<file path="src/include/sbc_pkg.sv">
package sbc_pkg;
  localparam int          SBC_NUM_CH        = 2;
  localparam int          SBC_AW            = 16;
  // register indices; byte address is four times the index
  localparam logic [13:0] SBC_CTRL_IDX [2]  = '{14'h011F, 14'h0A1F};
  localparam logic [13:0] SBC_CFG_IDX  [2]  = '{14'h0120, 14'h0A20};
  localparam logic [13:0] SBC_ABRES_IDX[2]  = '{14'h0121, 14'h0A21};
  localparam logic [13:0] SBC_INT_STAT_IDX  = 14'h0200;
  localparam logic [13:0] SBC_INT_MASK_IDX  = 14'h0201;
  // baud control field positions
  localparam int          SBC_B_OVF         = 7;
  localparam int          SBC_B_IDLE        = 6;
  localparam int          SBC_B_POL         = 4;
  localparam int          SBC_B_WIDE        = 3;
  localparam int          SBC_B_WAKE        = 1;
  localparam int          SBC_B_ABD         = 0;
  localparam logic [7:0]  SBC_CTRL_WMASK    = 8'h1B;
  localparam logic [7:0]  SBC_CTRL_RESET    = 8'h00;
  // config register: bit 16 synchronous mode, 15:0 rate divisor
  localparam int          SBC_C_SYNC        = 16;
  localparam logic [15:0] SBC_DIV_RESET     = 16'h0000;
  // interrupt status layout: two bits per channel
  localparam int          SBC_I_WAKE        = 0;
  localparam int          SBC_I_ABD         = 1;
  localparam int          SBC_INT_W         = 2 * SBC_NUM_CH;
  // timing
  localparam logic [3:0]  SBC_FRAME_BITS    = 4'hA;
  localparam logic [2:0]  SBC_ABD_EDGES     = 3'h5;
  localparam logic [15:0] SBC_ABD_MAX       = 16'hFFFF;

  typedef enum logic [1:0] {
    SBC_RX_IDLE = 2'b00,
    SBC_RX_RECV = 2'b01,
    SBC_RX_ABD  = 2'b10
  } sbc_rx_state_t;
endpackage : sbc_pkg

</file>
<file path="src/rtl/sbc_baud_control.sv">
`timescale 1ns/1ns
module sbc_baud_control
  import sbc_pkg::*;
(
  input  wire logic                  clock_in,
  input  wire logic                  reset_in,
  input  wire logic                  psel_in,
  input  wire logic                  penable_in,
  input  wire logic                  pwrite_in,
  input  wire logic [SBC_AW-1:0]     paddr_in,
  input  wire logic [31:0]           pwdata_in,
  input  wire logic [3:0]            pstrb_in,
  output logic      [31:0]           prdata_out,
  output logic                       pready_out,
  output logic                       pslverr_out,
  input  wire logic [SBC_NUM_CH-1:0] rx_pin_in,
  input  wire logic [SBC_NUM_CH-1:0] sync_clk_in,
  input  wire logic [SBC_NUM_CH-1:0] tx_data_in,
  output logic      [SBC_NUM_CH-1:0] tx_pin_out,
  output logic      [SBC_NUM_CH-1:0] sync_strobe_out,
  output logic      [SBC_NUM_CH-1:0] rate_tick_out,
  output logic                       irq_out
);

  logic [SBC_INT_W-1:0]  int_stat_r;
  logic [SBC_INT_W-1:0]  int_mask_r;
  logic [SBC_INT_W-1:0]  int_event;
  logic [31:0]           prdata_r;
  logic [31:0]           rd_ctrl  [SBC_NUM_CH];
  logic [31:0]           rd_cfg   [SBC_NUM_CH];
  logic [31:0]           rd_res   [SBC_NUM_CH];
  logic [SBC_NUM_CH-1:0] hit_ctrl;
  logic [SBC_NUM_CH-1:0] hit_cfg;
  logic [SBC_NUM_CH-1:0] hit_res;
  logic [31:0]           rd_mux;
  logic [31:0]           wmask;

  wire   setup_rd  = psel_in & ~penable_in & ~pwrite_in;
  wire   access_wr = psel_in & penable_in & pwrite_in;
  wire   hit_stat  = (paddr_in == {SBC_INT_STAT_IDX, 2'b00});
  wire   hit_mask  = (paddr_in == {SBC_INT_MASK_IDX, 2'b00});
  wire   hit_any   = hit_stat | hit_mask | (|hit_ctrl) | (|hit_cfg) | (|hit_res);
  wire   wr_stat   = access_wr & hit_stat;
  wire   wr_mask   = access_wr & hit_mask;

  assign wmask       = {{8{pstrb_in[3]}}, {8{pstrb_in[2]}}, {8{pstrb_in[1]}}, {8{pstrb_in[0]}}};
  assign pready_out  = 1'b1;
  assign pslverr_out = psel_in & penable_in & ~hit_any;
  assign prdata_out  = prdata_r;
  assign irq_out     = |(int_stat_r & int_mask_r);

  always_comb begin
    rd_mux = 32'h0000_0000;
    if (hit_stat) begin
      rd_mux = {{(32-SBC_INT_W){1'b0}}, int_stat_r};
    end else if (hit_mask) begin
      rd_mux = {{(32-SBC_INT_W){1'b0}}, int_mask_r};
    end else begin
      for (int i = 0; i < SBC_NUM_CH; i++) begin
        if (hit_ctrl[i]) begin
          rd_mux = rd_ctrl[i];
        end else if (hit_cfg[i]) begin
          rd_mux = rd_cfg[i];
        end else if (hit_res[i]) begin
          rd_mux = rd_res[i];
        end
      end
    end
  end

  // read data captured in setup so it is stable through the access phase
  always_ff @(posedge clock_in or posedge reset_in) begin
    if (reset_in) begin
      prdata_r <= 32'h0000_0000;
    end else if (setup_rd) begin
      prdata_r <= rd_mux;
    end
  end

  // sticky status, write one to clear; a same-cycle event wins
  always_ff @(posedge clock_in or posedge reset_in) begin
    if (reset_in) begin
      int_stat_r <= '0;
      int_mask_r <= '0;
    end else begin
      int_stat_r <= (int_stat_r & ~(wr_stat ? pwdata_in[SBC_INT_W-1:0] & wmask[SBC_INT_W-1:0] : '0))
                    | int_event;
      if (wr_mask) begin
        int_mask_r <= (int_mask_r & ~wmask[SBC_INT_W-1:0]) | (pwdata_in[SBC_INT_W-1:0] & wmask[SBC_INT_W-1:0]);
      end
    end
  end

  for (genvar ch = 0; ch < SBC_NUM_CH; ch++) begin : g_ch
    logic [7:0]    ctrl_r;
    logic          sync_r;
    logic [15:0]   div_r;
    logic [15:0]   res_r;
    logic          ovf_r;
    logic [15:0]   brg_cnt_r;
    logic [3:0]    bit_cnt_r;
    logic [15:0]   abd_cnt_r;
    logic [2:0]    abd_edge_r;
    sbc_rx_state_t state_r;
    logic          rx_s1_r;
    logic          rx_s2_r;
    logic          rx_d_r;
    logic          ck_s1_r;
    logic          ck_s2_r;
    logic          ck_d_r;
    logic          tx_r;
    logic          strobe_r;
    logic          wake_ev_r;
    logic          abd_ev_r;

    assign hit_ctrl[ch] = (paddr_in == {SBC_CTRL_IDX[ch], 2'b00});
    assign hit_cfg[ch]  = (paddr_in == {SBC_CFG_IDX[ch], 2'b00});
    assign hit_res[ch]  = (paddr_in == {SBC_ABRES_IDX[ch], 2'b00});
    assign rd_ctrl[ch]  = {24'h000000, ovf_r & ~sync_r, (state_r != SBC_RX_RECV) & ~sync_r, 1'b0,
                           ctrl_r[4:3], 1'b0, ctrl_r[1:0]};
    assign rd_cfg[ch]   = {15'h0000, sync_r, div_r};
    assign rd_res[ch]   = {16'h0000, res_r};

    wire wr_ctrl   = access_wr & hit_ctrl[ch] & pstrb_in[0];
    wire wr_cfg    = access_wr & hit_cfg[ch];
    wire polarity  = ctrl_r[SBC_B_POL];
    wire wide      = ctrl_r[SBC_B_WIDE];
    wire wake_en   = ctrl_r[SBC_B_WAKE];
    wire abd_en    = ctrl_r[SBC_B_ABD];
    wire rx_fall   = rx_d_r & ~rx_s2_r;
    wire ck_rise   = ~ck_d_r & ck_s2_r;
    wire ck_fall   = ck_d_r & ~ck_s2_r;
    wire [15:0] div_sel = wide ? div_r : {8'h00, div_r[7:0]};
    wire brg_tick  = (brg_cnt_r == 16'h0000);
    wire frame_end = brg_tick & (bit_cnt_r == SBC_FRAME_BITS - 4'h1);
    // first edge is taken on entry, so the fifth is the fourth one seen in measure state
    wire abd_done  = rx_fall & (abd_edge_r == SBC_ABD_EDGES - 3'h2);
    wire abd_ovf   = (abd_cnt_r == SBC_ABD_MAX);
    wire idle_fall = ~sync_r & (state_r == SBC_RX_IDLE) & rx_fall;
    wire do_wake   = idle_fall & wake_en;
    wire ctl_abd   = (state_r == SBC_RX_ABD) & ~sync_r;
    wire abd_fin   = ctl_abd & (abd_done | abd_ovf);
    wire [7:0] ctrl_wr  = (ctrl_r & ~SBC_CTRL_WMASK) | (pwdata_in[7:0] & SBC_CTRL_WMASK);
    wire [7:0] ctrl_sw  = wr_ctrl ? ctrl_wr : ctrl_r;
    wire [7:0] hw_clr   = {6'h00, do_wake, abd_fin};

    assign int_event[2*ch+SBC_I_WAKE] = wake_ev_r;
    assign int_event[2*ch+SBC_I_ABD]  = abd_ev_r;
    assign tx_pin_out[ch]      = tx_r;
    assign sync_strobe_out[ch] = strobe_r;
    assign rate_tick_out[ch]   = brg_tick;

    // pins are asynchronous to clock_in; only the second stage is looked at
    always_ff @(posedge clock_in or posedge reset_in) begin
      if (reset_in) begin
        rx_s1_r <= 1'b1;
        rx_s2_r <= 1'b1;
        rx_d_r  <= 1'b1;
        ck_s1_r <= 1'b0;
        ck_s2_r <= 1'b0;
        ck_d_r  <= 1'b0;
      end else begin
        rx_s1_r <= rx_pin_in[ch];
        rx_s2_r <= rx_s1_r;
        rx_d_r  <= rx_s2_r;
        ck_s1_r <= sync_clk_in[ch];
        ck_s2_r <= ck_s1_r;
        ck_d_r  <= ck_s2_r;
      end
    end

    always_ff @(posedge clock_in or posedge reset_in) begin
      if (reset_in) begin
        tx_r     <= 1'b1;
        strobe_r <= 1'b0;
      end else begin
        tx_r     <= sync_r ? tx_data_in[ch] : tx_data_in[ch] ^ polarity;
        strobe_r <= sync_r & (polarity ? ck_rise : ck_fall);
      end
    end

    always_ff @(posedge clock_in or posedge reset_in) begin
      if (reset_in) begin
        brg_cnt_r <= 16'h0000;
      end else if (brg_tick) begin
        brg_cnt_r <= div_sel;
      end else begin
        brg_cnt_r <= brg_cnt_r - 16'h0001;
      end
    end

    // hardware clears of wake and autobaud enable override a write in the same cycle
    always_ff @(posedge clock_in or posedge reset_in) begin
      if (reset_in) begin
        ctrl_r <= SBC_CTRL_RESET;
        sync_r <= 1'b0;
        div_r  <= SBC_DIV_RESET;
      end else begin
        ctrl_r <= ctrl_sw & ~hw_clr;
        if (wr_cfg & pstrb_in[2]) begin
          sync_r <= pwdata_in[SBC_C_SYNC];
        end
        if (wr_cfg & pstrb_in[0]) begin
          div_r[7:0] <= pwdata_in[7:0];
        end
        if (wr_cfg & pstrb_in[1]) begin
          div_r[15:8] <= pwdata_in[15:8];
        end
      end
    end

    always_ff @(posedge clock_in or posedge reset_in) begin
      if (reset_in) begin
        state_r    <= SBC_RX_IDLE;
        bit_cnt_r  <= 4'h0;
        abd_cnt_r  <= 16'h0000;
        abd_edge_r <= 3'h0;
        res_r      <= 16'h0000;
        ovf_r      <= 1'b0;
        wake_ev_r  <= 1'b0;
        abd_ev_r   <= 1'b0;
      end else begin
        wake_ev_r <= do_wake;
        abd_ev_r  <= abd_fin;
        if (wr_ctrl & pwdata_in[SBC_B_ABD]) begin
          ovf_r <= 1'b0;
        end
        if (sync_r) begin
          state_r <= SBC_RX_IDLE;
        end else begin
          case (state_r)
            SBC_RX_IDLE: begin
              if (rx_fall & ~wake_en & abd_en) begin
                state_r    <= SBC_RX_ABD;
                abd_cnt_r  <= 16'h0001;
                abd_edge_r <= 3'h0;
              end else if (rx_fall & ~wake_en) begin
                state_r   <= SBC_RX_RECV;
                bit_cnt_r <= 4'h0;
              end
            end
            SBC_RX_RECV: begin
              if (frame_end) begin
                state_r <= SBC_RX_IDLE;
              end else if (brg_tick) begin
                bit_cnt_r <= bit_cnt_r + 4'h1;
              end
            end
            SBC_RX_ABD: begin
              abd_cnt_r <= abd_cnt_r + 16'h0001;
              if (abd_ovf) begin
                ovf_r   <= 1'b1;
                state_r <= SBC_RX_IDLE;
              end else if (abd_done) begin
                res_r   <= abd_cnt_r;
                state_r <= SBC_RX_IDLE;
              end else if (rx_fall) begin
                abd_edge_r <= abd_edge_r + 3'h1;
              end
            end
            default: begin
              state_r <= SBC_RX_IDLE;
            end
          endcase
        end
      end
    end
  end

endmodule : sbc_baud_control

</file>
<file path="config.mk">
export PLATFORM = sky130hd
export DESIGN_NAME = sbc_baud_control
export DESIGN_NICKNAME = d
export VERILOG_FILES = /design/src/include/sbc_pkg.sv /design/src/rtl/sbc_baud_control.sv
export SDC_FILE = /design/constraint.sdc
export NUM_CORES = 1
export LEC_CHECK = 0
export BUFFER_PORTS_ARGS = -buffer_cell sky130_fd_sc_hd__buf_2
export CORE_ASPECT_RATIO = 1.25
export CORE_MARGIN = 3
export CORE_UTILIZATION = 35
export DETAILED_ROUTE_END_ITERATION = 16
export PLACE_DENSITY = 0.51
export SYNTH_ARGS = -nofsm -noshare
export SYNTH_HDL_FRONTEND = slang
export SYNTH_SLANG_ARGS = --single-unit
</file>
<file path="constraint.sdc">
create_clock -name clock_in -period 7.15 [get_ports clock_in]
set_input_delay 2.145 -clock clock_in [delete_from_list [all_inputs] [get_ports clock_in]]
set_output_delay 2.145 -clock clock_in [all_outputs]
set_load 0.02 [all_outputs]
</file>
==> Word-level counts from Yosys, hierarchy flattened <==
Cells that the tools add are included.
{ "totals": {"register_bits": 226, "inputBits": 63, "out_inout_bits": 41, "wordCells": 270} }
{ "op_classes": {"n_addsub": 8, "n_eq_ne": 42, "mux": 65, "bitwise": 88, "n_reduce_logical": 22} }
{ "ops": {"columns": ["op", "count"], "rows": [
  ["2-to-1 mux 32 bit", 5],
  ["2-to-1 mux 16 bit", 7],
  ["one-hot mux 16 bit (2 select lines)", 2],
  ["bitwise AND 1 bit", 51],
  ["equality test 16 x 11 -> 1 bit, second input constant", 3],
  ["equality test 16 x 14 -> 1 bit, second input constant", 3],
  ["2-to-1 mux 4 bit", 9],
  ["2-to-1 mux 17 bit", 2],
  ["adder 16 x 1 -> 16 bit, second input constant", 2],
  ["equality test 16 x 12 -> 1 bit, second input constant", 2],
  ["equality test 16 bit, second input constant", 2],
  ["logical NOT 16 bit", 2],
  ["subtractor 16 x 1 -> 16 bit, second input constant", 2],
  ["2-to-1 mux 2 bit", 12],
  ["2-to-1 mux 3 bit", 8],
  ["!= test 2 bit, second input constant", 12],
  ["AND reduction 6 bit", 4],
  ["bitwise AND 4 bit", 4],
  ["bitwise AND 8 bit", 2],
  ["2-to-1 mux 8 bit", 2],
  ["inverter 2 -> 8 bit", 2],
  ["bitwise OR 8 x 5 -> 8 bit", 2],
  ["one-hot mux 4 bit (2 select lines)", 2],
  ["inverter 1 bit", 15],
  ["23 further kinds", 68]
]} }

==> Logic depth before layout (Yosys ltp) <==
Gate-level depths: netlist of run 1.
{ "depth": {"depth_word": 9, "mapped_depth": 9} }

==> Least setup slack after synthesis of run 1 <==
OpenSTA, ideal clock, no wires.
{ "synth_path": {"kind": "input to output", "startpoint": "input paddr_in[3]", "endpoint": "output pslverr_out", "arrival_ns": 3.584, "setup_slack_ns": 1.421, "path_stages": 5, "path_buffers": 1, "cell_sequence": "and4b_1 and4_1 and3_1 clkbuf_1 nor4_1"} }
{ "synth_via": {"elab_chain_len": 7} }
{ "synth_rtl": {"columns": ["item", "line_no", "rtl"], "rows": [
  ["start, declared", "sbc_baud_control.sv:10", "input wire logic [SBC_AW-1:0] paddr_in,"],
  ["equality test 16 x 12 -> 1 bit, or another cell as far along", "sbc_baud_control.sv:40", "wire hit_stat = (paddr_in == {SBC_INT_STAT_IDX, 2'b00});"],
  ["bitwise OR 1 bit / OR reduction 2 bit (equally long branches)", "sbc_baud_control.sv:42", "wire hit_any = hit_stat | hit_mask | (|hit_ctrl) | (|hit_cfg) | (|hit_res);"],
  ["bitwise OR 1 bit (2 in series)", "sbc_baud_control.sv:42", null],
  ["bitwise OR 1 bit *", "sbc_baud_control.sv:42", null],
  ["inverter 1 bit *", "sbc_baud_control.sv:48", "assign pslverr_out = psel_in & penable_in & ~hit_any;"],
  ["bitwise AND 1 bit *", "sbc_baud_control.sv:48", null],
  ["end, declared", "sbc_baud_control.sv:15", "output logic pslverr_out,"]
]} }
Mark *: on every way between the ends. The rest lies on a longest branch, timed or not.

==> Worst setup path after layout of run 1 <==
{ "layout_path": {"startpoint": "input paddr_in[9]", "endpoint": "output pslverr_out"} }
The elaborated chain is that of the path after synthesis.

==> results of run 1 <==
==> worst max path at each step <==
stage / from / endpoint / slack, ns / cells past startpoint
2_1_floorplan: paddr_in[3] / pslverr_out / 1.42 / 5
3_3_place_gp: paddr_in[9] / pslverr_out / 0.46 / 6
3_5_place_dp: paddr_in[9] / pslverr_out / 0.47 / 6
4_1_cts: paddr_in[9] / pslverr_out / 0.46 / 6
5_1_grt: paddr_in[9] / pslverr_out / 0.29 / 6
6_report: paddr_in[9] / pslverr_out / 0.46 / 6
==> flip-flops by register name, indices dropped and copies added, names as in the netlist, 4 cells and up, named ones only <==
signal and count:
prdata_out 17, g_ch.abd_edge_r 6, g_ch.ctrl_r 8, g_ch.div_r 32, g_ch.brg_cnt_r 32, g_ch.abd_cnt_r 32
g_ch.state_r 4, g_ch.res_r 32, int_stat_r 4, g_ch.bit_cnt_r 8
==> layout make-up <==
| cell class | count | share of cell area (%) |
|---|---|---|
| clock buffers | 38 | 6.343 |
| clock inverters | 6 | 0.5817 |
| inverters | 20 | 0.6914 |
| multi-input cells | 692 | 40.47 |
| flip-flops and latches | 203 | 44.64 |
| well taps | 350 | 3.841 |
| repair buffers | 74 | 3.424 |
==> worst max-delay path, cell delays in order <==
cell	delay, ns
buf_2	0.10
nor4b_1	0.93
nand3_1	0.38
o32ai_1	0.60
nor4_1	0.18
buf_2	0.20
==> metrics by stage <==
step	power (mW)	instance area (sq um)	hold WS [ns]
6_report	2.895	11400	0.3465
5_1_grt	3.043	11400	0.3539
4_1_cts	2.930	11400	0.3484
3_5_place_dp	1.705	10610	0.3347
3_3_place_gp	1.698	10610	0.3324
2_1_floorplan	1.612	10090	0.3312
==> routing by layer <==
| layer | track usage (%) | vias to the layer above | wire length [um] |
|---|---|---|---|
| met1 | 23.99 | 3700 | 11810 |
| met5 | 0 | - | 0 |
| met2 | 29.03 | 227 | 12980 |
| met4 | 5.338 | 0 | 875 |
| li1 | - | 3525 | - |
| met3 | 2.904 | 59 | 1549 |
==> cell families after synthesis <==
kind of cell    after synthesis
other cells                   2
compound gates              178
simple gates                357
buf+inv                      72
xor+xnor                     50
fa+ha+maj                    14
flops                       203
mux                          77
==> where the power goes <==
part | internal, mW | switching, mW | leakage (nW)
clock network | 0.728 | 0.483 | 0.391
logic | 0.147 | 0.176 | 2.08
registers | 1.26 | 0.104 | 2.70
total | 2.13 | 0.762 | 5.18
==> placed cells by master, fill, tap and decap left out, drive strengths merged, types with 14 or more instances in the layout <==
master,instances
nand3,38
nor2,82
a21oi,39
inv,19
buf,74
or3,23
mux2,73
o21ai,70
clkbuf,38
nand2b,19
nor3,26
conb,16
xnor2,29
nand2,88
ha,14
xor2,21
nor4,14
dfrtp,195
==> flow_summary.toml, run 1 <==
[route]
viasPerCell = 5.431
routed_wl_mm = 27.21
wl_per_cell_um = 19.68
firstDrtPassIters = 8
drt-initial-drc-count = 415
ant_nets = 0
vias = 7511
remaining_drc_errors = 0

[yosys]
synth_xor_area_share_pct = 4.365
synth_edf_count = 0
synthCells = 953
muxShareOfSynthArea_pct = 8.892
yosys_register_bits = 203
netlist_area_sq_um = 10030
synth_top_area_cell = "dfrtp_1"
ys_warn_count = 0
synth_compound_area_share_pct = 11.27
synth_common_cells = "dfrtp_1, nand2_1, nor2_1, mux2_2, o21ai_0"
post_synth_main_area_contributors = "dfrtp_1, mux2_2, nand2_1"
yosys.area.top_type_share_pct = 48.64
async_flop_share_pct = 100.0
synth-simple-area-share_pct = 19.12
synth_top_family_by_area = "simple AND/OR/NAND/NOR gates"
yosysUniqueCellTypes = 71
synthAdderAreaFrac_pct = 1.746
synth_most_common_cell = "dfrtp_1"
synthFlopType = "dfrtp_1"
syn_area_per_cell_sq_um = 10.53
synth-seq-area-share_pct = 50.74

[timing]
finalSetupTns_ns = 0
max_freq_mhz = 149.5
hold_viol = 0
min_period_over_period_pct = 93.53
worst_slack_ns = 0.4626
setup_viol = 0
fin_skew_ns = 0.01430
worst_slew_margin_rel_pct = 23.44
finalMaxSlewViolations = 0
rsz0062_at_grt = "false"
worst_pin_slew_ns = 1.133
min_period_ns = 6.687

[clock_network]
cts_num_sinks = 203
worst_skew_pair.late_latency_ns = 0.53
cts_setup_buffers = 0
cts_tree = "yes"
htreeDepth = 1
cts_resized = 0
cts_max_path_buffers = 3
clkTransAtPathRegs_ns = 0.06
cts_made_buffers = 24
cts-hold-fix-buffers = 0
cts_root_buf = "clkbuf_16"

[place]
place_ws_ns = 0.4682
hpwl_mm = 20.07
dp.cells = 1339
io_buffers = 71
gp_congestion = 0.9308

[setup_path]
setup.worst_path.start_class = "input pin"
worst_r2r_path_depth = 5
critPathArrivalTime_ns = 4.54
criticalPathCategory = "input pin to primary output"
r2r-end = "g_ch[1].brg_cnt_r[10]$_DFF_PP0_"
r2r-start = "g_ch[1].brg_cnt_r[2]$_DFF_PP0_"
crit_path_max_fanout = 6
r2r_slack_ns = 4.58
worst_setup_path_end_kind = "primary output"
cp.required_ns = 5.01

[min_path]
hold_depth = 0
min_to = "g_ch[0].ck_s2_r$_DFF_PP0_"
holdCritStartpoint = "g_ch[0].ck_s1_r$_DFF_PP0_"
worst_hold_path_type = "register to register"

[final_layout]
multi_input_area_sq_um = 4614
fillers = 2759
stdcell_count = 1383
n_antenna_cell = 0
area_growth_pct = 13.64
final_net_count = 1092
drive_above_1_share_pct = 19.94
final_util_pct = 40.85
regArea_sq_um = 5090

[floorplanning]
core_sq_um = 27910
die_width_um = 157.4
start_util_pct = 35.95
dieArea_sq_um = 30740
die_height_um = 195.3
fp-row-count = 68
io_pins = 104

[run]
drv_cap = 0

[global_route]
grt-ovfl-total = 0
grt_pass1_wl_mm = 42.62
grt_util_all_layers_pct = 17.68
grt_max_degree = 186
grt_pass1_vias = 7372
antenna_found_initial = 0

[power]
p_per_area_nw_per_um2 = 253.9
total_leakage_power_nw = 5.177
peakVddDrop_v = 0.0001315

[outcome]
outcome = "complete, no violations"
Power figures use the tool's default switching activity.
==> run 2, diff against run 1 <==
Settings changed: ABC_AREA set to 1.
==> run 2 against run 1 <==
  * Highest routed layer unchanged
  * Setup slack improved by 0.73 ns
  * Critical path type unchanged
  * Hold slack improved by 0.0016 ns
  * Routed wire length grew 3.2%
  * Non-clock buffer count up 1
  * Via count rose by 10%
  * Sequential cell count unchanged
  * Sequential power barely moved
==> flow_summary.toml, run 2 <==
[timing]
fin_skew_ns = 0.01347
min_period_ns = 5.961
max_freq_mhz = 167.7
worst_slack_ns = 1.189
setup_viol = 0
finalMaxSlewViolations = 0
rsz0062_at_grt = "false"
finalSetupTns_ns = 0
worst_slew_margin_rel_pct = 30.78
min_period_over_period_pct = 83.38
hold_viol = 0
worst_pin_slew_ns = 1.029

[yosys]
netlist_area_sq_um = 10520
yosys.area.top_type_share_pct = 46.37
muxShareOfSynthArea_pct = 0
yosysUniqueCellTypes = 52
ys_warn_count = 0
synthCells = 1261
synth_top_area_cell = "dfrtp_1"
synth-simple-area-share_pct = 25.36
synth_top_family_by_area = "simple AND/OR/NAND/NOR gates"
syn_area_per_cell_sq_um = 8.346
synth_edf_count = 0
synth-seq-area-share_pct = 48.37
post_synth_main_area_contributors = "dfrtp_1, nand2_1, inv_1"
synth_xor_area_share_pct = 2.580
synthAdderAreaFrac_pct = 1.664
yosys_register_bits = 203
synthFlopType = "dfrtp_1"
synth_compound_area_share_pct = 12.46
synth_most_common_cell = "nand2_1"
synth_common_cells = "nand2_1, dfrtp_1, inv_1, nor2_1, o21ai_0"
async_flop_share_pct = 100.0

[setup_path]
cp.required_ns = 5.01
worstPathCellList = "buf_2, inv_2, nor2_2, nand2_2, nor2_4, nand2_4, clkinv_2, nor2_1, nand3_1, nor3_1, buf_2"
cpMaxStageDelayCell = "nor3_1"
r2r_slack_ns = 4.83
crit_start = "paddr_in[7]"
criticalPathCategory = "input pin to primary output"
critPathArrivalTime_ns = 3.82
r2r-start = "g_ch[0].abd_cnt_r[0]$_DFFE_PP0P_"
worst_setup_path_end_kind = "primary output"
crit_end = "pslverr_out"
cpMostUsedCell = "buf_2"
critPathMaxStageDelay_ns = 0.32
r2r-end = "g_ch[0].res_r[12]$_DFFE_PP0P_"
setup.worst_path.start_class = "input pin"
crit_path_max_fanout = 17
worst_r2r_path_depth = 11

[power]
pwr-share-seq_pct = 45.4
p_int_mw = 2.159
pwr-share-comb_pct = 16.2
total_leakage_power_nw = 5.623
pwr-share-clk_pct = 38.4
power.switching_mw = 0.8820
peakVddDrop_v = 0.0001275
finalPower_mw = 3.041
p_per_area_nw_per_um2 = 256.2
swShare_pct = 29.00

[clock_network]
clkTransAtPathRegs_ns = 0.06
cts_setup_buffers = 0
cts_tree = "yes"
cts_num_sinks = 203
cts-hold-fix-buffers = 0
cts_max_path_buffers = 3
cts_made_buffers = 22
worst_skew_pair.late_latency_ns = 0.52
cts_resized = 0
cts_root_buf = "clkbuf_16"
htreeDepth = 1

[global_route]
grt_util_all_layers_pct = 17.64
grt_pass1_vias = 8218
grt_max_degree = 157
grt_pass1_wl_mm = 45.17
antenna_found_initial = 0
grt-ovfl-total = 0

[place]
io_buffers = 71
dpl_cell_area_sq_um = 11150
hpwl_mm = 21.42
place_ws_ns = 1.241
gp_congestion = 0.8494

[final_layout]
n_antenna_cell = 0
area_growth_pct = 12.82
fillers = 3085
drive_above_1_share_pct = 16.39
stdcell_area_sq_um = 11870
final_net_count = 1405
final_cell_mix = "nand2_1, dfrtp_1, inv_1"
final_util_pct = 40.34
final_common_cell = "nand2_1"

[run]
drv_cap = 0

[route]
firstDrtPassIters = 5
remaining_drc_errors = 0
viasPerCell = 4.755
ant_nets = 0
wl_per_cell_um = 16.16
vias = 8265
drt-initial-drc-count = 577
routed_wl_mm = 28.09

[floorplanning]
die_height_um = 199.9
dieArea_sq_um = 32200
die_width_um = 161.1
start_util_pct = 35.76
fp-row-count = 70
io_pins = 104
core_sq_um = 29430

[min_path]
worst_hold_path_type = "register to register"

[outcome]
outcome = "complete, no violations"
run 2: per-stage QoR:
stage / hold slack (ns) / cells
6_report: 0.3482 / 1738
5_1_grt: 0.3548 / 1738
4_1_cts: 0.3529 / 1738
3_5_place_dp: 0.3413 / 1700
3_3_place_gp: 0.3330 / 1700
2_1_floorplan: 0.3312 / 1275
run 2: how the worst min path moves through the flow:
| stage | start | end | slack (ns) | depth (start not counted) |
|---|---|---|---|---|
| after floorplan | g_ch[0].ck_s1_r$_DFF_PP0_ | g_ch[0].ck_s2_r$_DFF_PP0_ | 0.33 | 0 |
| after global placement | g_ch[1].ck_s1_r$_DFF_PP0_ | g_ch[1].ck_s2_r$_DFF_PP0_ | 0.33 | 0 |
| after global routing | g_ch[1].ck_s1_r$_DFF_PP0_ | g_ch[1].ck_s2_r$_DFF_PP0_ | 0.35 | 0 |
| after CTS | g_ch[0].ck_s1_r$_DFF_PP0_ | g_ch[0].ck_s2_r$_DFF_PP0_ | 0.35 | 0 |
| final | g_ch[0].ck_s1_r$_DFF_PP0_ | g_ch[0].ck_s2_r$_DFF_PP0_ | 0.35 | 0 |
| after detailed placement | g_ch[1].ck_s1_r$_DFF_PP0_ | g_ch[1].ck_s2_r$_DFF_PP0_ | 0.34 | 0 |
run 2: final cells by class:
cell class / instances / area, sq um / share of cell area, %
sequential: 203 / 5090 / 42.87
multi-input combinational: 848 / 4487 / 37.79
inverter: 178 / 675.6 / 5.691
clock buffer: 30 / 611.8 / 5.153
tap: 396 / 495.5 / 4.173
timing repair buffer: 75 / 397.9 / 3.351
clock inverter: 8 / 115.1 / 0.9695
run 2: routing by layer:
layer	global-route usage [%]	up-vias	share of wire, %
met5	0	-	0
met1	23.69	3877	46
met2	30.16	176	48
met4	5.706	0	3.3
li1	-	4163	-
met3	1.878	49	3.4
run 2: power by group through the flow:
stage          sequential [mW]  clock, mW  combinational (mW)
2_1_floorplan             1.37          0               0.397
3_3_place_gp              1.40          0               0.485
3_5_place_dp              1.40          0               0.495
4_1_cts                   1.38       1.20               0.498
5_1_grt                   1.40       1.25               0.570
6_report                  1.38       1.17               0.493
run 2: kinds of logic (layout without fill, tap and decap cells):
kind of cell,count (synthesis),count (layout)
DFF,203,203
adders and majority gates,14,14
other,2,16
AOI/OAI and AO/OA,226,226
xor gates and xnor gates,31,31
and+or+nand+nor,561,561
buffers and inverters,224,291
run 2: critical path, delay by kind of cell:
family / cells / cell delay (ns)
buf+inv: 4 / 0.67
simple gates: 7 / 1.00
